`src/hw/epso_consts.svh`:
```
`ifndef EPSO_CONSTS_SVH
`define EPSO_CONSTS_SVH

// ----------------------------------------
// Opcode patterns
// ----------------------------------------
`define EPSO_OP_PTR_ADD      8'hE8
`define EPSO_OP_MOVE_IDX     8'hEB
`define EPSO_OP_CALL_WORK    16'h0014
`define EPSO_SEL_FRAME       2'h3
`define EPSO_SECOND_NIBBLE   4'hF

// ----------------------------------------
// Field positions
// ----------------------------------------
`define EPSO_SEL_HI          7
`define EPSO_SEL_LO          6
`define EPSO_LIT6_HI         5
`define EPSO_LIT7_HI         6
`define EPSO_MOVE_FORM_BIT   7

// ----------------------------------------
// Widths and reset values
// ----------------------------------------
`define EPSO_PTR_W           12
`define EPSO_PC_W            21
`define EPSO_PC_STEP         21'h00_0002
`define EPSO_PTR_RST         12'h000
`define EPSO_INDIRECT_DATA   8'h00

`endif

```
`src/hw/epso_pkg.sv`:
```
package epso_pkg;

  typedef enum logic [1:0]
  {
    EPSO_ST_IDLE  = 2'b00,
    EPSO_ST_NOP   = 2'b01,
    EPSO_ST_MOVE2 = 2'b10
  } epso_state_t;

  typedef enum logic [2:0]
  {
    EPSO_OP_NONE   = 3'b000,
    EPSO_OP_PADD   = 3'b001,
    EPSO_OP_FADD   = 3'b010,
    EPSO_OP_CALL   = 3'b011,
    EPSO_OP_MOVE   = 3'b100
  } epso_op_t;

endpackage

```
`src/hw/epso_decode.sv`:
```
`timescale 1ns/1ps
`default_nettype none
`include "epso_consts.svh"

module epso_decode
(
  input  wire logic [15:0]      i_word,
  input  wire logic             i_ext_en,
  output var  epso_pkg::epso_op_t o_op
);

  // ----------------------------------------
  // Opcode classification
  // ----------------------------------------
  always_comb
  begin
    o_op = epso_pkg::EPSO_OP_NONE;
    if (i_ext_en)
    begin
      if (i_word[15:8] == `EPSO_OP_PTR_ADD)
      begin
        if (i_word[`EPSO_SEL_HI:`EPSO_SEL_LO] == `EPSO_SEL_FRAME)
          o_op = epso_pkg::EPSO_OP_FADD;
        else
          o_op = epso_pkg::EPSO_OP_PADD;
      end
      else if (i_word == `EPSO_OP_CALL_WORK)
        o_op = epso_pkg::EPSO_OP_CALL;
      else if (i_word[15:8] == `EPSO_OP_MOVE_IDX && !i_word[`EPSO_MOVE_FORM_BIT])
        o_op = epso_pkg::EPSO_OP_MOVE;
    end
  end

endmodule
`default_nettype wire

```
`src/hw/epso_exec.sv`:
```
// Notes on behaviour
// - Pointer add adds 6-bit literal to pointer 0..2; one cycle, no flags.
// - Frame add-and-return adds literal to frame pointer, then pops stack into PC.
// - Pointer add with select 11 is the frame add-and-return form.
// - Frame add-and-return takes two cycles; second is a no-operation.
// - Call via working register pushes PC plus 2 first.
// - Call loads PC low from working register, high and upper from latches.
// - Call takes two cycles; never touches working, status or bank registers.
// - Move source address is frame pointer plus 7-bit offset.
// - Move destination is 12-bit literal of second word, top nibble 1111.
// - Source hitting an indirect register yields 00h as moved data.
// - Extended opcodes decode only while the enable bit is set.
`timescale 1ns/1ps
`default_nettype none
`include "epso_consts.svh"

module epso_exec
#(
  parameter int PTR_W = `EPSO_PTR_W,
  parameter int PC_W  = `EPSO_PC_W
)
(
  input  wire logic              i_core_clk,
  input  wire logic              i_sys_rst,
  input  wire logic              i_ext_set_enable_bit,
  input  wire logic              i_instr_valid,
  input  wire logic [15:0]       i_instr_word,
  input  wire logic [PC_W-1:0]   i_pc,
  input  wire logic [7:0]        i_working_register,
  input  wire logic [7:0]        i_pc_high_latch,
  input  wire logic [7:0]        i_pc_upper_latch,
  input  wire logic [PC_W-1:0]   i_top_of_return_stack,
  input  wire logic [7:0]        i_mem_rdata,
  input  wire logic              i_mem_rd_indirect,
  output logic [PTR_W-1:0]       o_file_pointer0,
  output logic [PTR_W-1:0]       o_file_pointer1,
  output logic [PTR_W-1:0]       o_stack_frame_pointer,
  output logic                   o_pc_load,
  output logic [PC_W-1:0]        o_pc_next,
  output logic                   o_stack_push,
  output logic [PC_W-1:0]        o_stack_push_data,
  output logic                   o_stack_pop,
  output logic                   o_mem_rd,
  output logic [PTR_W-1:0]       o_mem_raddr,
  output logic                   o_mem_wr,
  output logic [PTR_W-1:0]       o_mem_waddr,
  output logic [7:0]             o_mem_wdata,
  output logic                   o_busy,
  output logic                   o_illegal_second
);

  // ----------------------------------------
  // Decode
  // ----------------------------------------
  epso_pkg::epso_op_t    op;
  epso_pkg::epso_state_t state_q;
  logic [PTR_W-1:0]      fp_q [3];
  logic [PTR_W-1:0]      lit6;
  logic [PTR_W-1:0]      lit7;
  logic [1:0]            sel;
  logic                  take;
  logic [7:0]            move_data_q;

  epso_decode epso_decode_i
  (
    .i_word   (i_instr_word),
    .i_ext_en (i_ext_set_enable_bit),
    .o_op     (op)
  );

  assign take = i_instr_valid && (state_q == epso_pkg::EPSO_ST_IDLE);
  assign sel  = i_instr_word[`EPSO_SEL_HI:`EPSO_SEL_LO];
  assign lit6 = PTR_W'(i_instr_word[`EPSO_LIT6_HI:0]);
  assign lit7 = PTR_W'(i_instr_word[`EPSO_LIT7_HI:0]);

  // ----------------------------------------
  // Sequencer
  // ----------------------------------------
  always_ff @(posedge i_core_clk or posedge i_sys_rst)
  begin
    if (i_sys_rst)
      state_q <= epso_pkg::EPSO_ST_IDLE;
    else
    begin
      unique case (state_q)
        epso_pkg::EPSO_ST_IDLE:
        begin
          if (take && (op == epso_pkg::EPSO_OP_FADD || op == epso_pkg::EPSO_OP_CALL))
            state_q <= epso_pkg::EPSO_ST_NOP;
          else if (take && op == epso_pkg::EPSO_OP_MOVE)
            state_q <= epso_pkg::EPSO_ST_MOVE2;
        end
        epso_pkg::EPSO_ST_NOP:
          state_q <= epso_pkg::EPSO_ST_IDLE;
        epso_pkg::EPSO_ST_MOVE2:
        begin
          if (i_instr_valid)
            state_q <= epso_pkg::EPSO_ST_IDLE;
        end
        default:
          state_q <= epso_pkg::EPSO_ST_IDLE;
      endcase
    end
  end

  // ----------------------------------------
  // Pointer file
  // ----------------------------------------
  always_ff @(posedge i_core_clk or posedge i_sys_rst)
  begin
    if (i_sys_rst)
    begin
      fp_q[0] <= `EPSO_PTR_RST;
      fp_q[1] <= `EPSO_PTR_RST;
      fp_q[2] <= `EPSO_PTR_RST;
    end
    else if (take && op == epso_pkg::EPSO_OP_PADD)
      fp_q[sel] <= fp_q[sel] + lit6;
    else if (take && op == epso_pkg::EPSO_OP_FADD)
      fp_q[2] <= fp_q[2] + lit6;
  end

  // ----------------------------------------
  // Program counter and return stack
  // ----------------------------------------
  always_ff @(posedge i_core_clk or posedge i_sys_rst)
  begin
    if (i_sys_rst)
    begin
      o_pc_load         <= 1'b0;
      o_pc_next         <= '0;
      o_stack_push      <= 1'b0;
      o_stack_push_data <= '0;
      o_stack_pop       <= 1'b0;
    end
    else
    begin
      o_pc_load    <= 1'b0;
      o_stack_push <= 1'b0;
      o_stack_pop  <= 1'b0;
      if (take && op == epso_pkg::EPSO_OP_FADD)
      begin
        o_stack_pop <= 1'b1;
        o_pc_load   <= 1'b1;
        o_pc_next   <= i_top_of_return_stack;
      end
      else if (take && op == epso_pkg::EPSO_OP_CALL)
      begin
        o_stack_push      <= 1'b1;
        o_stack_push_data <= i_pc + `EPSO_PC_STEP;
        o_pc_load         <= 1'b1;
        o_pc_next         <= PC_W'({i_pc_upper_latch[4:0], i_pc_high_latch,
                                    i_working_register});
      end
    end
  end

  // ----------------------------------------
  // Indexed to absolute move
  // ----------------------------------------
  always_ff @(posedge i_core_clk or posedge i_sys_rst)
  begin
    if (i_sys_rst)
    begin
      o_mem_rd         <= 1'b0;
      o_mem_raddr      <= '0;
      o_mem_wr         <= 1'b0;
      o_mem_waddr      <= '0;
      o_mem_wdata      <= '0;
      o_illegal_second <= 1'b0;
      move_data_q      <= '0;
    end
    else
    begin
      o_mem_rd         <= 1'b0;
      o_mem_wr         <= 1'b0;
      o_illegal_second <= 1'b0;
      if (take && op == epso_pkg::EPSO_OP_MOVE)
      begin
        o_mem_rd    <= 1'b1;
        o_mem_raddr <= fp_q[2] + lit7;
      end
      if (o_mem_rd)
        move_data_q <= i_mem_rd_indirect ? `EPSO_INDIRECT_DATA : i_mem_rdata;
      if (state_q == epso_pkg::EPSO_ST_MOVE2 && i_instr_valid)
      begin
        if (i_instr_word[15:12] == `EPSO_SECOND_NIBBLE)
        begin
          o_mem_wr    <= 1'b1;
          o_mem_waddr <= i_instr_word[11:0];
          o_mem_wdata <= o_mem_rd ? (i_mem_rd_indirect ? `EPSO_INDIRECT_DATA
                                                       : i_mem_rdata)
                                  : move_data_q;
        end
        else
          o_illegal_second <= 1'b1;
      end
    end
  end

  // ----------------------------------------
  // Visible state
  // ----------------------------------------
  always_ff @(posedge i_core_clk or posedge i_sys_rst)
  begin
    if (i_sys_rst)
    begin
      o_file_pointer0       <= `EPSO_PTR_RST;
      o_file_pointer1       <= `EPSO_PTR_RST;
      o_stack_frame_pointer <= `EPSO_PTR_RST;
      o_busy                <= 1'b0;
    end
    else
    begin
      o_file_pointer0       <= fp_q[0];
      o_file_pointer1       <= fp_q[1];
      o_stack_frame_pointer <= fp_q[2];
      o_busy                <= (state_q != epso_pkg::EPSO_ST_IDLE);
    end
  end

  // ----------------------------------------
  // Checks
  // ----------------------------------------
  property p_padd;
    @(posedge i_core_clk) disable iff (i_sys_rst)
    (take && op == epso_pkg::EPSO_OP_PADD && sel == 2'h0)
      |=> (fp_q[0] == $past(fp_q[0]) + $past(lit6));
  endproperty
  a_padd: assert property (p_padd) else $error("pointer add wrong");

  property p_fadd;
    @(posedge i_core_clk) disable iff (i_sys_rst)
    (take && op == epso_pkg::EPSO_OP_FADD)
      |=> (fp_q[2] == $past(fp_q[2]) + $past(lit6)) && o_stack_pop && o_pc_load;
  endproperty
  a_fadd: assert property (p_fadd) else $error("frame add-return wrong");

  property p_sel3;
    @(posedge i_core_clk) disable iff (i_sys_rst)
    (take && op == epso_pkg::EPSO_OP_FADD) |=> (fp_q[0] == $past(fp_q[0]));
  endproperty
  a_sel3: assert property (p_sel3) else $error("select 11 touched pointer 0");

  property p_two_cycle;
    @(posedge i_core_clk) disable iff (i_sys_rst)
    (take && (op == epso_pkg::EPSO_OP_FADD || op == epso_pkg::EPSO_OP_CALL))
      |=> (state_q == epso_pkg::EPSO_ST_NOP) ##1 (state_q == epso_pkg::EPSO_ST_IDLE);
  endproperty
  a_two_cycle: assert property (p_two_cycle) else $error("two-cycle op wrong");

  property p_push;
    @(posedge i_core_clk) disable iff (i_sys_rst)
    (take && op == epso_pkg::EPSO_OP_CALL)
      |=> o_stack_push && (o_stack_push_data == $past(i_pc) + `EPSO_PC_STEP);
  endproperty
  a_push: assert property (p_push) else $error("call push wrong");

  property p_call_pc;
    @(posedge i_core_clk) disable iff (i_sys_rst)
    (take && op == epso_pkg::EPSO_OP_CALL)
      |=> (o_pc_next[7:0] == $past(i_working_register))
          && (o_pc_next[15:8] == $past(i_pc_high_latch));
  endproperty
  a_call_pc: assert property (p_call_pc) else $error("call target wrong");

  property p_src;
    @(posedge i_core_clk) disable iff (i_sys_rst)
    (take && op == epso_pkg::EPSO_OP_MOVE)
      |=> o_mem_rd && (o_mem_raddr == $past(fp_q[2]) + $past(lit7));
  endproperty
  a_src: assert property (p_src) else $error("move source wrong");

  property p_dst;
    @(posedge i_core_clk) disable iff (i_sys_rst)
    (state_q == epso_pkg::EPSO_ST_MOVE2 && i_instr_valid && i_instr_word[15:12] == 4'hF)
      |=> o_mem_wr && (o_mem_waddr == $past(i_instr_word[11:0]));
  endproperty
  a_dst: assert property (p_dst) else $error("move destination wrong");

  property p_ind;
    @(posedge i_core_clk) disable iff (i_sys_rst)
    (o_mem_rd && i_mem_rd_indirect) |=> (move_data_q == 8'h00);
  endproperty
  a_ind: assert property (p_ind) else $error("indirect source not zero");

  property p_off;
    @(posedge i_core_clk) disable iff (i_sys_rst)
    !i_ext_set_enable_bit |-> (op == epso_pkg::EPSO_OP_NONE);
  endproperty
  a_off: assert property (p_off) else $error("decode while disabled");

endmodule
`default_nettype wire

```
`config.mk`:
```
export PLATFORM = sky130hd
export DESIGN_NAME = epso_exec
export DESIGN_NICKNAME = d
export VERILOG_FILES = /design/src/hw/epso_pkg.sv /design/src/hw/epso_decode.sv /design/src/hw/epso_exec.sv
export VERILOG_INCLUDE_DIRS = /design/src /design/src/hw
export SDC_FILE = /design/constraint.sdc
export NUM_CORES = 1
export LEC_CHECK = 0
export BUFFER_PORTS_ARGS = -buffer_cell sky130_fd_sc_hd__clkbuf_2
export CAP_MARGIN = 30
export CORE_MARGIN = 10
export CORE_UTILIZATION = 35
export DETAILED_ROUTE_END_ITERATION = 10
export MAX_ROUTING_LAYER = met4
export PLACE_DENSITY = 0.67
export RECOVER_POWER = 50
export SYNTH_ARGS = -nofsm -noshare
export SYNTH_HDL_FRONTEND = slang
export SYNTH_HIERARCHICAL = 1
export SYNTH_SLANG_ARGS = --single-unit
```
`constraint.sdc`:
```
create_clock -name i_core_clk -period 12 [get_ports i_core_clk]
set_input_delay 1.2 -clock i_core_clk [delete_from_list [all_inputs] [get_ports i_core_clk]]
set_output_delay 1.2 -clock i_core_clk [all_outputs]
set_load 0.05 [all_outputs]
```
# After elaboration in Yosys (flattened, before gate mapping)
# Cells that the tools add are included.
[word_totals]
register_bits = 163
input_bits = 95
output_inout_bits = 117
wordCells = 88
[op_classes]
addsub = 4
magnitude_cmp = 2
n_eq_ne = 12
mux = 30
bitwise = 2
reduce_logical = 18
[op_table]
columns = ["operator", "count"]
rows = [
  ["$mux 12", 5],
  ["$mux 21", 2],
  ["$bwmux 36", 1],
  ["$add 12x6->12", 2],
  ["$bmux 12 s2", 1],
  ["$demux 12 s2", 1],
  ["$add 21x2->21 const B", 1],
  ["$eq 16x5->1 const B", 1],
  ["$eq 8x8->1 const B", 2],
  ["$mux 8", 2],
  ["$add 12x7->12", 1],
  ["$mux 3", 4],
  ["$logic_and 1x1->1", 9],
  ["$mux 1", 9],
  ["$mux 2", 4],
  ["$eq 3x2->1 const B", 2],
  ["$reduce_and 2->1", 3],
  ["$reduce_bool 2->1", 3],
  ["$eq 2x2->1 const B", 2],
  ["$eq 4x4->1 const B", 1],
  ["$pmux 2 s2", 1],
  ["$eq 3x1->1 const B", 1],
  ["$eq 3x3->1 const B", 1],
  ["$ge 3x3->1 const B", 1],
  ["other kinds (8)", 8],
]

# Longest topological paths before layout
# Gate-level depths: netlist of the first run.
[logic_depth]
ltp_word = 11
ltp_mapped = 14
depth_no_buf = 12

# Cells and area by module
# Netlist of the first run, hierarchy kept.
[modules_own_cells]
columns = ["module", "instances", "cells_per_inst", "area_per_inst_um2", "seq_area_each_um2"]
rows = [
  ["epso_exec", 1, 647, 7148.1, 4078.9],
  ["epso_decode", 1, 15, 110.1, 0.0],
]

# Least setup slack after synthesis of the first run
# OpenSTA, ideal clock, no wires.
[synth_path]
path_kind = "input to register"
start = "in i_instr_word[6]"
end = "reg fp_q[32] in the netlist's numbering"
setup_time_ns = 0.125
arrival_time_ns = 3.473
required_ns = 11.875
path_slack_ns = 8.403
stages = 14
path_cell_list = "buf_4 -> and2b_1 -> buf_2 -> nand2_1 -> o21ai_0 -> ha_1 -> inv_1 -> fa_1 -> nor2b_1 -> o31ai_1 -> a21oi_1 -> nand2_1 -> xor2_1 -> mux2_2"
[synth_between]
elab_chain_len = 6
[synth_lines]
columns = ["item", "line", "text"]
rows = [
  ["from (decl)", "epso_exec.sv:27", "input wire logic [15:0] i_instr_word,"],
  ["$not 2->3 (not written as such) (tied with other cells)", "epso_exec.sv:118", "fp_q[sel] <= fp_q[sel] + lit6;"],
  ["$bmux 12 s2 (tied with other cells)", "epso_exec.sv:118", ""],
  ["$mux 12 (not written as such) (tied with other cells)", "epso_exec.sv:118", ""],
  ["$mux 12 (not written as such) or $mux 3 (tied branches)", "epso_exec.sv:118, epso_decode.sv:18", ""],
  ["$add 12x6->12 (tied with other cells)", "epso_exec.sv:118", ""],
  ["$bwmux 36 or $logic_and 1x1->1 (tied branches)", "epso_exec.sv:118, epso_exec.sv:117", ""],
  ["to (signal, indexed assignment)", "epso_exec.sv:118", ""],
  ["to (decl)", "epso_exec.sv:57", "logic [PTR_W-1:0] fp_q [3];"],
]
# Parallel ways exist; a longest one is shown, timed or not. The select of a mux whose other input is x is not followed.
# A chain may end at the register's enable or synchronous reset.

==> flow_metrics.env, run 1 <==
export IMPL_grt_start_max_net_pins=106
export IMPL_max_vdd_ir_drop_mv=0.0948
export IMPL_leakage_nw=4.52
export IMPL_synth_top_cell_area_share_pct=56.2
export IMPL_worstHoldEndpoint="o_file_pointer1[7]"
export IMPL_reg2reg_from="fp_q[24]"
export IMPL_die_h_um=164
export IMPL_synth_edf_count=0
export IMPL_finalCritPeriodShare_pct=49.1
export IMPL_required_ns=11.31
export IMPL_power_frac_comb_pct=5.5
export IMPL_post_place_ws_ns=7.40
export IMPL_power_internal_uw=901
export IMPL_syn_nets=774
export IMPL_synth_xor_area_share_pct=4.59
export IMPL_areaGrowthSynthToFinish_pct=26.5
export IMPL_grt_usage_pct=15.0
export IMPL_ant_nets=0
export IMPL_worstHoldPathType="register to register"
export IMPL_crit_path_end_kind="async pin"
export IMPL_fin_ws_ns=6.11
export IMPL_layout_nets=983
export IMPL_violations="max-capacitance violations, max-slew violations"
export IMPL_cts_sinks=163
export IMPL_crit_arrival_ns=5.21
export IMPL_ys_ff_latch=163
export IMPL_hold_viol=0
export IMPL_clk_latency_ns=0.43
export IMPL_pwr_share_clk_pct=47.7
export IMPL_die_area_mm2=0.0269
export IMPL_seqPwrFrac_pct=46.8
export IMPL_yosys_area_share_adder_pct=3.14
export IMPL_drive_gt1_share_pct=27.3
export IMPL_diodes=0
export IMPL_slew_violations=98
export IMPL_cts_tree="done"
export IMPL_synth_top_family_by_area="simple AND/OR/NAND/NOR gates"
export IMPL_cts_resized=0
export IMPL_root_buffer="clkbuf_16"
export IMPL_hold_start="fp_q[19]"
export IMPL_wl_per_cell_um=17.0
export IMPL_synth_cells=662
export IMPL_rsz0062_at_grt="no"
export IMPL_drc=0
export IMPL_ys_flop_type="dfrtp_1"
export IMPL_yosysSeqAreaShare_pct=56.2
export IMPL_critPathMaxFanout=97
export IMPL_fin_total_pwr_mw=1.18
export IMPL_r2r_slack_ns=9.37
export IMPL_drtIter0Drc=233
export IMPL_swShare_pct=23.8
export IMPL_clk_pin_slew_ns=0.07
export IMPL_post_synth_top_area_cell="dfrtp_1"
export IMPL_fin_skew_ns=0.00811
export IMPL_outcome="complete, but fails checks"
export IMPL_drv_cap=1
export IMPL_synthArstFlopShare_pct=100
export IMPL_gp_congestion=0.827
export IMPL_worst_pin_slew_ns=5.10
export IMPL_netlist_area_mm2=0.00726
export IMPL_setup_tns_ns=0
export IMPL_synth_compound_gate_area_share_pct=10.4
export IMPL_period_needed_ns=5.89
export IMPL_ios=212
export IMPL_reg2regPathDepth=11
export IMPL_hold_depth=0
export IMPL_synth_warnings=6
export IMPL_row_count=52
export IMPL_fmax_mhz=170
export IMPL_syn_avg_cell_area_um2=11.0
export IMPL_dieWidth_um=164
export IMPL_synthTopCellsByArea="dfrtp_1 56%, nand2_1 5.8%, o21ai_0 5.4%, mux2_2 5.1%, mux2i_1 4.4%"
export IMPL_hold_slack_ns=0.395
export IMPL_setup_viol=0
export IMPL_htree_levels=4
export IMPL_critPathKind="input pin to async pin"
export IMPL_via_count=5518
export IMPL_grt_pass1_vias=5689
export IMPL_hold_buffers=0
export IMPL_r2r_end="fp_q[20]"
export IMPL_synthDistinctLibCells=61
export IMPL_antenna_found_initial=0
export IMPL_maxSlewHeadroom_pct=-240
export IMPL_grt_pass1_wl_um=30600
export IMPL_io_buffers=208
export IMPL_drt_first_pass_iters=4
export IMPL_vias_per_cell=4.78
export IMPL_p_sw_uw=282
export IMPL_cts_buffers=17
export IMPL_initial_core_util_pct=35.8
export IMPL_p_per_area_mw_per_mm2=129
export IMPL_cts_setup_buffers=0
export IMPL_core_area_mm2=0.0203
export IMPL_synthMuxAreaShare_pct=9.69
export IMPL_grt_overflow=0
export IMPL_start_kind="input pin"
export IMPL_dp_hpwl_um=14900
export IMPL_cts_path_max_buffers=2
export IMPL_wl_um=19600
export IMPL_synth_simple_area_share_pct=13.2
==> kinds of logic after synthesis <==
logic type                 count (synthesis)
buffers and inverters                     49
muxes                                     66
AOI/OAI and AO/OA                        129
DFF                                      163
and+or+nand+nor                          200
xor gates and xnor gates                  38
adders and majority gates                 17
==> metrics by stage <==
stage / instance area, um^2 / util, % / std cells
floorplan: 7260 / - / 662
global placement: 8570 / 42.2 / 1119
detailed placement: 8600 / 42.4 / 1120
CTS: 9220 / 45.4 / 1152
global route: 9180 / 45.2 / 1154
finish: 9180 / 45.2 / 1154
==> metal layers <==
metal	GRT usage [%]	routed length [um]	vias up	part of all wire, %
met3	4.83	1220	16	6.2
li1	-	-	2717	-
met5	-	0	-	0
met4	3.33	185	0	0.94
met1	18.0	8440	2624	43
met2	24.3	9730	161	50
==> cell usage in the layout, fill, tap and decap left out, types with 11 or more instances in the layout <==
master and instances:
dfrtp_1 163, clkbuf_2 157, nand2_1 112, o21ai_0 79
clkbuf_1 53, mux2_2 33, mux2i_1 32, nor2_1 28
inv_1 22, xnor2_1 19, xor2_1 19, clkbuf_16 17
ha_1 15, nand3_1 12, a21oi_1 11
==> state kept, by name, indices dropped and copies added (netlist names) <==
signal	flops
o_stack_push	1
state_q	2
o_mem_wr	1
move_data_q	8
o_pc_next	21
o_mem_waddr	12
fp_q	36
o_file_pointer0	12
o_mem_rd	1
o_illegal_second	1
o_stack_push_data	21
o_stack_pop	1
o_mem_wdata	8
o_stack_frame_pointer	12
o_pc_load	1
o_busy	1
o_file_pointer1	12
o_mem_raddr	12
==> worst max-delay path, stage by stage <==
cell	delay (ns)
clkbuf_2	0.08
clkinvlp_2	0.26
clkbuf_1	3.58
==> power groups by stage <==
stage	sequential, mW	combinational [mW]	clock, mW
5_1_grt	0.554	0.0732	0.601
2_1_floorplan	0.570	0.0290	0
4_1_cts	0.554	0.0670	0.581
3_3_place_gp	0.564	0.0660	0
6_report	0.554	0.0652	0.564
3_5_place_dp	0.564	0.0668	0
==> synth_stat cells (3+ instances only) <==
cell type and number:
a211oi_1 4, a21o_1 4, a21oi_1 11, a2bb2oi_1 3
and4_1 3, buf_2 3, clkbuf_1 16, dfrtp_1 163
ha_1 15, inv_1 23, mux2_2 33, mux2i_1 32
nand2_1 112, nand3_1 12, nand3b_1 4, nand4_1 8
nor2_1 29, nor2b_1 3, nor3_1 4, nor3b_1 5
nor4_1 3, o21a_1 5, o21ai_0 79, o21bai_1 3
o221ai_1 3, xnor2_1 19, xor2_1 19
==> final cells by class <==
type                            instances  area (um^2)
Fill cell                            1951        11100
Inverter                               25         95.1
Tap cell                              270          338
Sequential cell                       163         4080
Clock inverter                         13          169
Multi-Input combinational cell        450         2990
Timing Repair Buffer                  214         1050
Clock buffer                           19          453
==> worst max-delay path by stage <==
stage / depth (start not counted) / slack, ns / from / to
2_1_floorplan: 1 / 6.40 / i_sys_rst / fp_q[0]
3_3_place_gp: 7 / 7.43 / i_instr_word[7] / o_stack_push_data[8]
3_5_place_dp: 7 / 7.40 / i_instr_word[7] / fp_q[32]
4_1_cts: 7 / 7.86 / i_instr_word[7] / fp_q[32]
5_1_grt: 3 / 4.87 / i_sys_rst / o_mem_waddr[1]
6_report: 3 / 6.11 / i_sys_rst / o_mem_waddr[9]
Power figures use the tool's default switching activity.
==> run 2, diff against run 1 <==
--- a/config.mk
+++ b/config.mk
@@ -6,13 +6,14 @@
 export SDC_FILE = /design/constraint.sdc
 export NUM_CORES = 1
 export LEC_CHECK = 0
+export ABC_AREA = 1
 export BUFFER_PORTS_ARGS = -buffer_cell sky130_fd_sc_hd__clkbuf_2
 export CAP_MARGIN = 30
 export CORE_MARGIN = 10
 export CORE_UTILIZATION = 35
 export DETAILED_ROUTE_END_ITERATION = 10
 export MAX_ROUTING_LAYER = met4
-export PLACE_DENSITY = 0.67
+export PLACE_DENSITY = 0.66
 export RECOVER_POWER = 50
 export SYNTH_ARGS = -nofsm -noshare
 export SYNTH_HDL_FRONTEND = slang
==> constraint.sdc (replaced) <==
create_clock -name i_core_clk -period 5.5 [get_ports i_core_clk]
set_input_delay 0.55 -clock i_core_clk [delete_from_list [all_inputs] [get_ports i_core_clk]]
set_output_delay 0.55 -clock i_core_clk [all_outputs]
set_load 0.05 [all_outputs]
==> flow_metrics.env, run 2 <==
export IMPL_grt_pass1_vias=7023
export IMPL_worst_pin_slew_ns=2.33
export IMPL_die_area_mm2=0.0280
export IMPL_critPathKind="input pin to async pin"
export IMPL_grt_overflow=0
export IMPL_grt_use_met3_pct=5.50
export IMPL_synth_warnings=6
export IMPL_grt_usage_pct=17.1
export IMPL_initial_core_util_pct=35.9
export IMPL_reg_top3="fp_q (36), o_pc_next (21), o_stack_push_data (21)"
export IMPL_wl_per_cell_um=16.7
export IMPL_reg2regPathDepth=8
export IMPL_hold_slack_ns=0.175
export IMPL_cts_tree="done"
export IMPL_synthArstFlopShare_pct=100
export IMPL_swShare_pct=26.6
export IMPL_maxSlewHeadroom_pct=-55.5
export IMPL_setup_viol=0
export IMPL_leakage_nw=4.89
export IMPL_regArea_mm2=0.00408
export IMPL_diodes=0
export IMPL_gp_congestion=0.877
export IMPL_synthTopCellsByArea="dfrtp_1 54%, nand2_1 14%, o21ai_0 6.5%, nand3_1 3.9%, inv_1 3.8%"
export IMPL_n_fill_cell=2164
export IMPL_drtIter0Drc=617
export IMPL_layout_nets=1215
export IMPL_pwr_share_clk_pct=45.4
export IMPL_clk_pin_slew_ns=0.07
export IMPL_cp_num_buf_inv=4
export IMPL_power_internal_mw=1.96
export IMPL_antenna_found_initial=0
export IMPL_areaGrowthSynthToFinish_pct=24.4
export IMPL_crit_arrival_ns=3.73
export IMPL_reg2reg_from="state_q[1]"
export IMPL_crit_top_cell="clkbuf_2"
export IMPL_grt_util_met1_pct=20.4
export IMPL_syn_avg_cell_area_um2=8.51
export IMPL_grt_start_max_net_pins=96
export IMPL_netlist_area_mm2=0.00758
export IMPL_worstHoldPathType="input pin to async pin"
export IMPL_ys_flop_type="dfrtp_1"
export IMPL_seqPwrFrac_pct=45.8
export IMPL_outcome="complete, but fails checks"
export IMPL_root_buffer="clkbuf_16"
export IMPL_cts_setup_buffers=0
export IMPL_vias_per_cell=4.85
export IMPL_multi_input_area_mm2=0.00309
export IMPL_cts_path_max_buffers=2
export IMPL_cpMaxStageDelayCell="clkbuf_2"
export IMPL_drc=0
export IMPL_synth_edf_count=0
export IMPL_synth_top_cell_area_share_pct=53.8
export IMPL_via_count=6735
export IMPL_power_frac_comb_pct=8.8
export IMPL_busiest_layer="met2"
export IMPL_setup_tns_ns=0
export IMPL_r2r_slack_ns=3.06
export IMPL_critical_path_top_delay_family="buffers and inverters"
export IMPL_cts_buffers=17
export IMPL_drt_first_pass_iters=5
export IMPL_drive_gt1_share_pct=19.1
export IMPL_cp_cell_sequence="clkbuf_2, clkinvlp_2, clkbuf_2, buf_4"
export IMPL_finalCritPeriodShare_pct=58.9
export IMPL_dp_hpwl_um=17300
export IMPL_syn_nets=1003
export IMPL_dieWidth_um=167
export IMPL_synth_cells=891
export IMPL_synthDistinctLibCells=40
export IMPL_ios=212
export IMPL_row_count=53
export IMPL_period_needed_ns=3.24
export IMPL_max_flop_register="fp_q"
export IMPL_violations="max-capacitance violations, max-slew violations"
export IMPL_fin_skew_ns=0.00977
export IMPL_synth_most_common_cell="nand2_1"
export IMPL_final_cell_mix="280 x nand2_1, 163 x dfrtp_1, 152 x clkbuf_2, 99 x o21ai_0, 76 x inv_1"
export IMPL_slew_violations=96
export IMPL_netlist_top_cells_count="280 x nand2_1, 163 x dfrtp_1, 99 x o21ai_0"
export IMPL_hold_viol=0
export IMPL_ys_ff_latch=163
export IMPL_core_area_mm2=0.0212
export IMPL_fmax_mhz=309
export IMPL_wl_um=23300
export IMPL_post_synth_top_area_cell="dfrtp_1"
export IMPL_htree_levels=4
export IMPL_critPathMaxStageDelay_ns=1.71
export IMPL_r2r_end="fp_q[7]"
export IMPL_hold_buffers=0
export IMPL_start_kind="input pin"
export IMPL_max_vdd_ir_drop_mv=0.165
export IMPL_die_h_um=167
export IMPL_io_buffers=208
export IMPL_cts_resized=0
export IMPL_drv_cap=1
export IMPL_crit_path_end_kind="async pin"
export IMPL_required_ns=6.00
export IMPL_cts_sinks=163
export IMPL_rsz0062_at_grt="no"
export IMPL_p_sw_uw=710
export IMPL_clk_latency_ns=0.43
export IMPL_critPathMaxFanout=95
export IMPL_p_per_area_mw_per_mm2=283
export IMPL_use_met2_pct=27.3
export IMPL_final_common_cell="nand2_1"
export IMPL_fin_total_pwr_mw=2.67
export IMPL_largest_register_ffs=36
export IMPL_ant_nets=0
export IMPL_yosysSeqAreaShare_pct=53.8
export IMPL_grt_pass1_wl_um=37900
-- run 2: worst max-delay path by stage --
stage,from,endpoint,cells past startpoint
global placement,i_instr_word[7],fp_q[7],12
CTS,i_instr_word[7],fp_q[7],12
detailed placement,i_instr_word[7],fp_q[7],12
floorplan,i_sys_rst,fp_q[0],1
finish,i_sys_rst,o_pc_next[7],4
global route,i_sys_rst,o_pc_next[9],4
-- run 2: layout make-up --
cell class / instances / share of cell area, %
Inverter: 85 / 3.39
Timing Repair Buffer: 214 / 10.7
Multi-Input combinational cell: 622 / 32.7
Clock buffer: 17 / 4.51
Tap cell: 275 / 3.65
Clock inverter: 14 / 1.83
Sequential cell: 163 / 43.2
-- run 2: per-layer routing --
layer / vias to the layer above / wire length (um)
li1: 3326 / -
met1: 3193 / 9900
met2: 189 / 11200
met3: 27 / 1790
met4: 0 / 431
met5: - / 0
-- run 2: per-stage QoR --
step                      util, %  area, um^2  setup WS (ns)  std cells
after global routing         44.6        9440           1.62       1390
after CTS                    45.1        9540           2.32       1390
after floorplan                 -        7580          0.545        891
after global placement       42.1        8910           2.00       1358
final                        44.6        9440           2.26       1390
after detailed placement     42.3        8940           1.92       1359
-- run 2: power groups by stage --
stage | clock, mW | combinational [mW] | sequential (mW)
after floorplan | 0 | 0.105 | 1.29
after global placement | 0 | 0.234 | 1.25
final | 1.22 | 0.234 | 1.23
after global routing | 1.30 | 0.262 | 1.23
after CTS | 1.25 | 0.241 | 1.22
after detailed placement | 0 | 0.239 | 1.25
-- run 2: cell families after synthesis --
kind of cell             share of synthesized area (%)
flip-flops                                        53.8
AO/OA/AOI/OAI                                     9.86
buffers and inverters                             5.54
AND/OR/NAND/NOR                                   25.0
XOR/XNOR                                          2.77
adder cells (fa/ha/maj)                           3.00
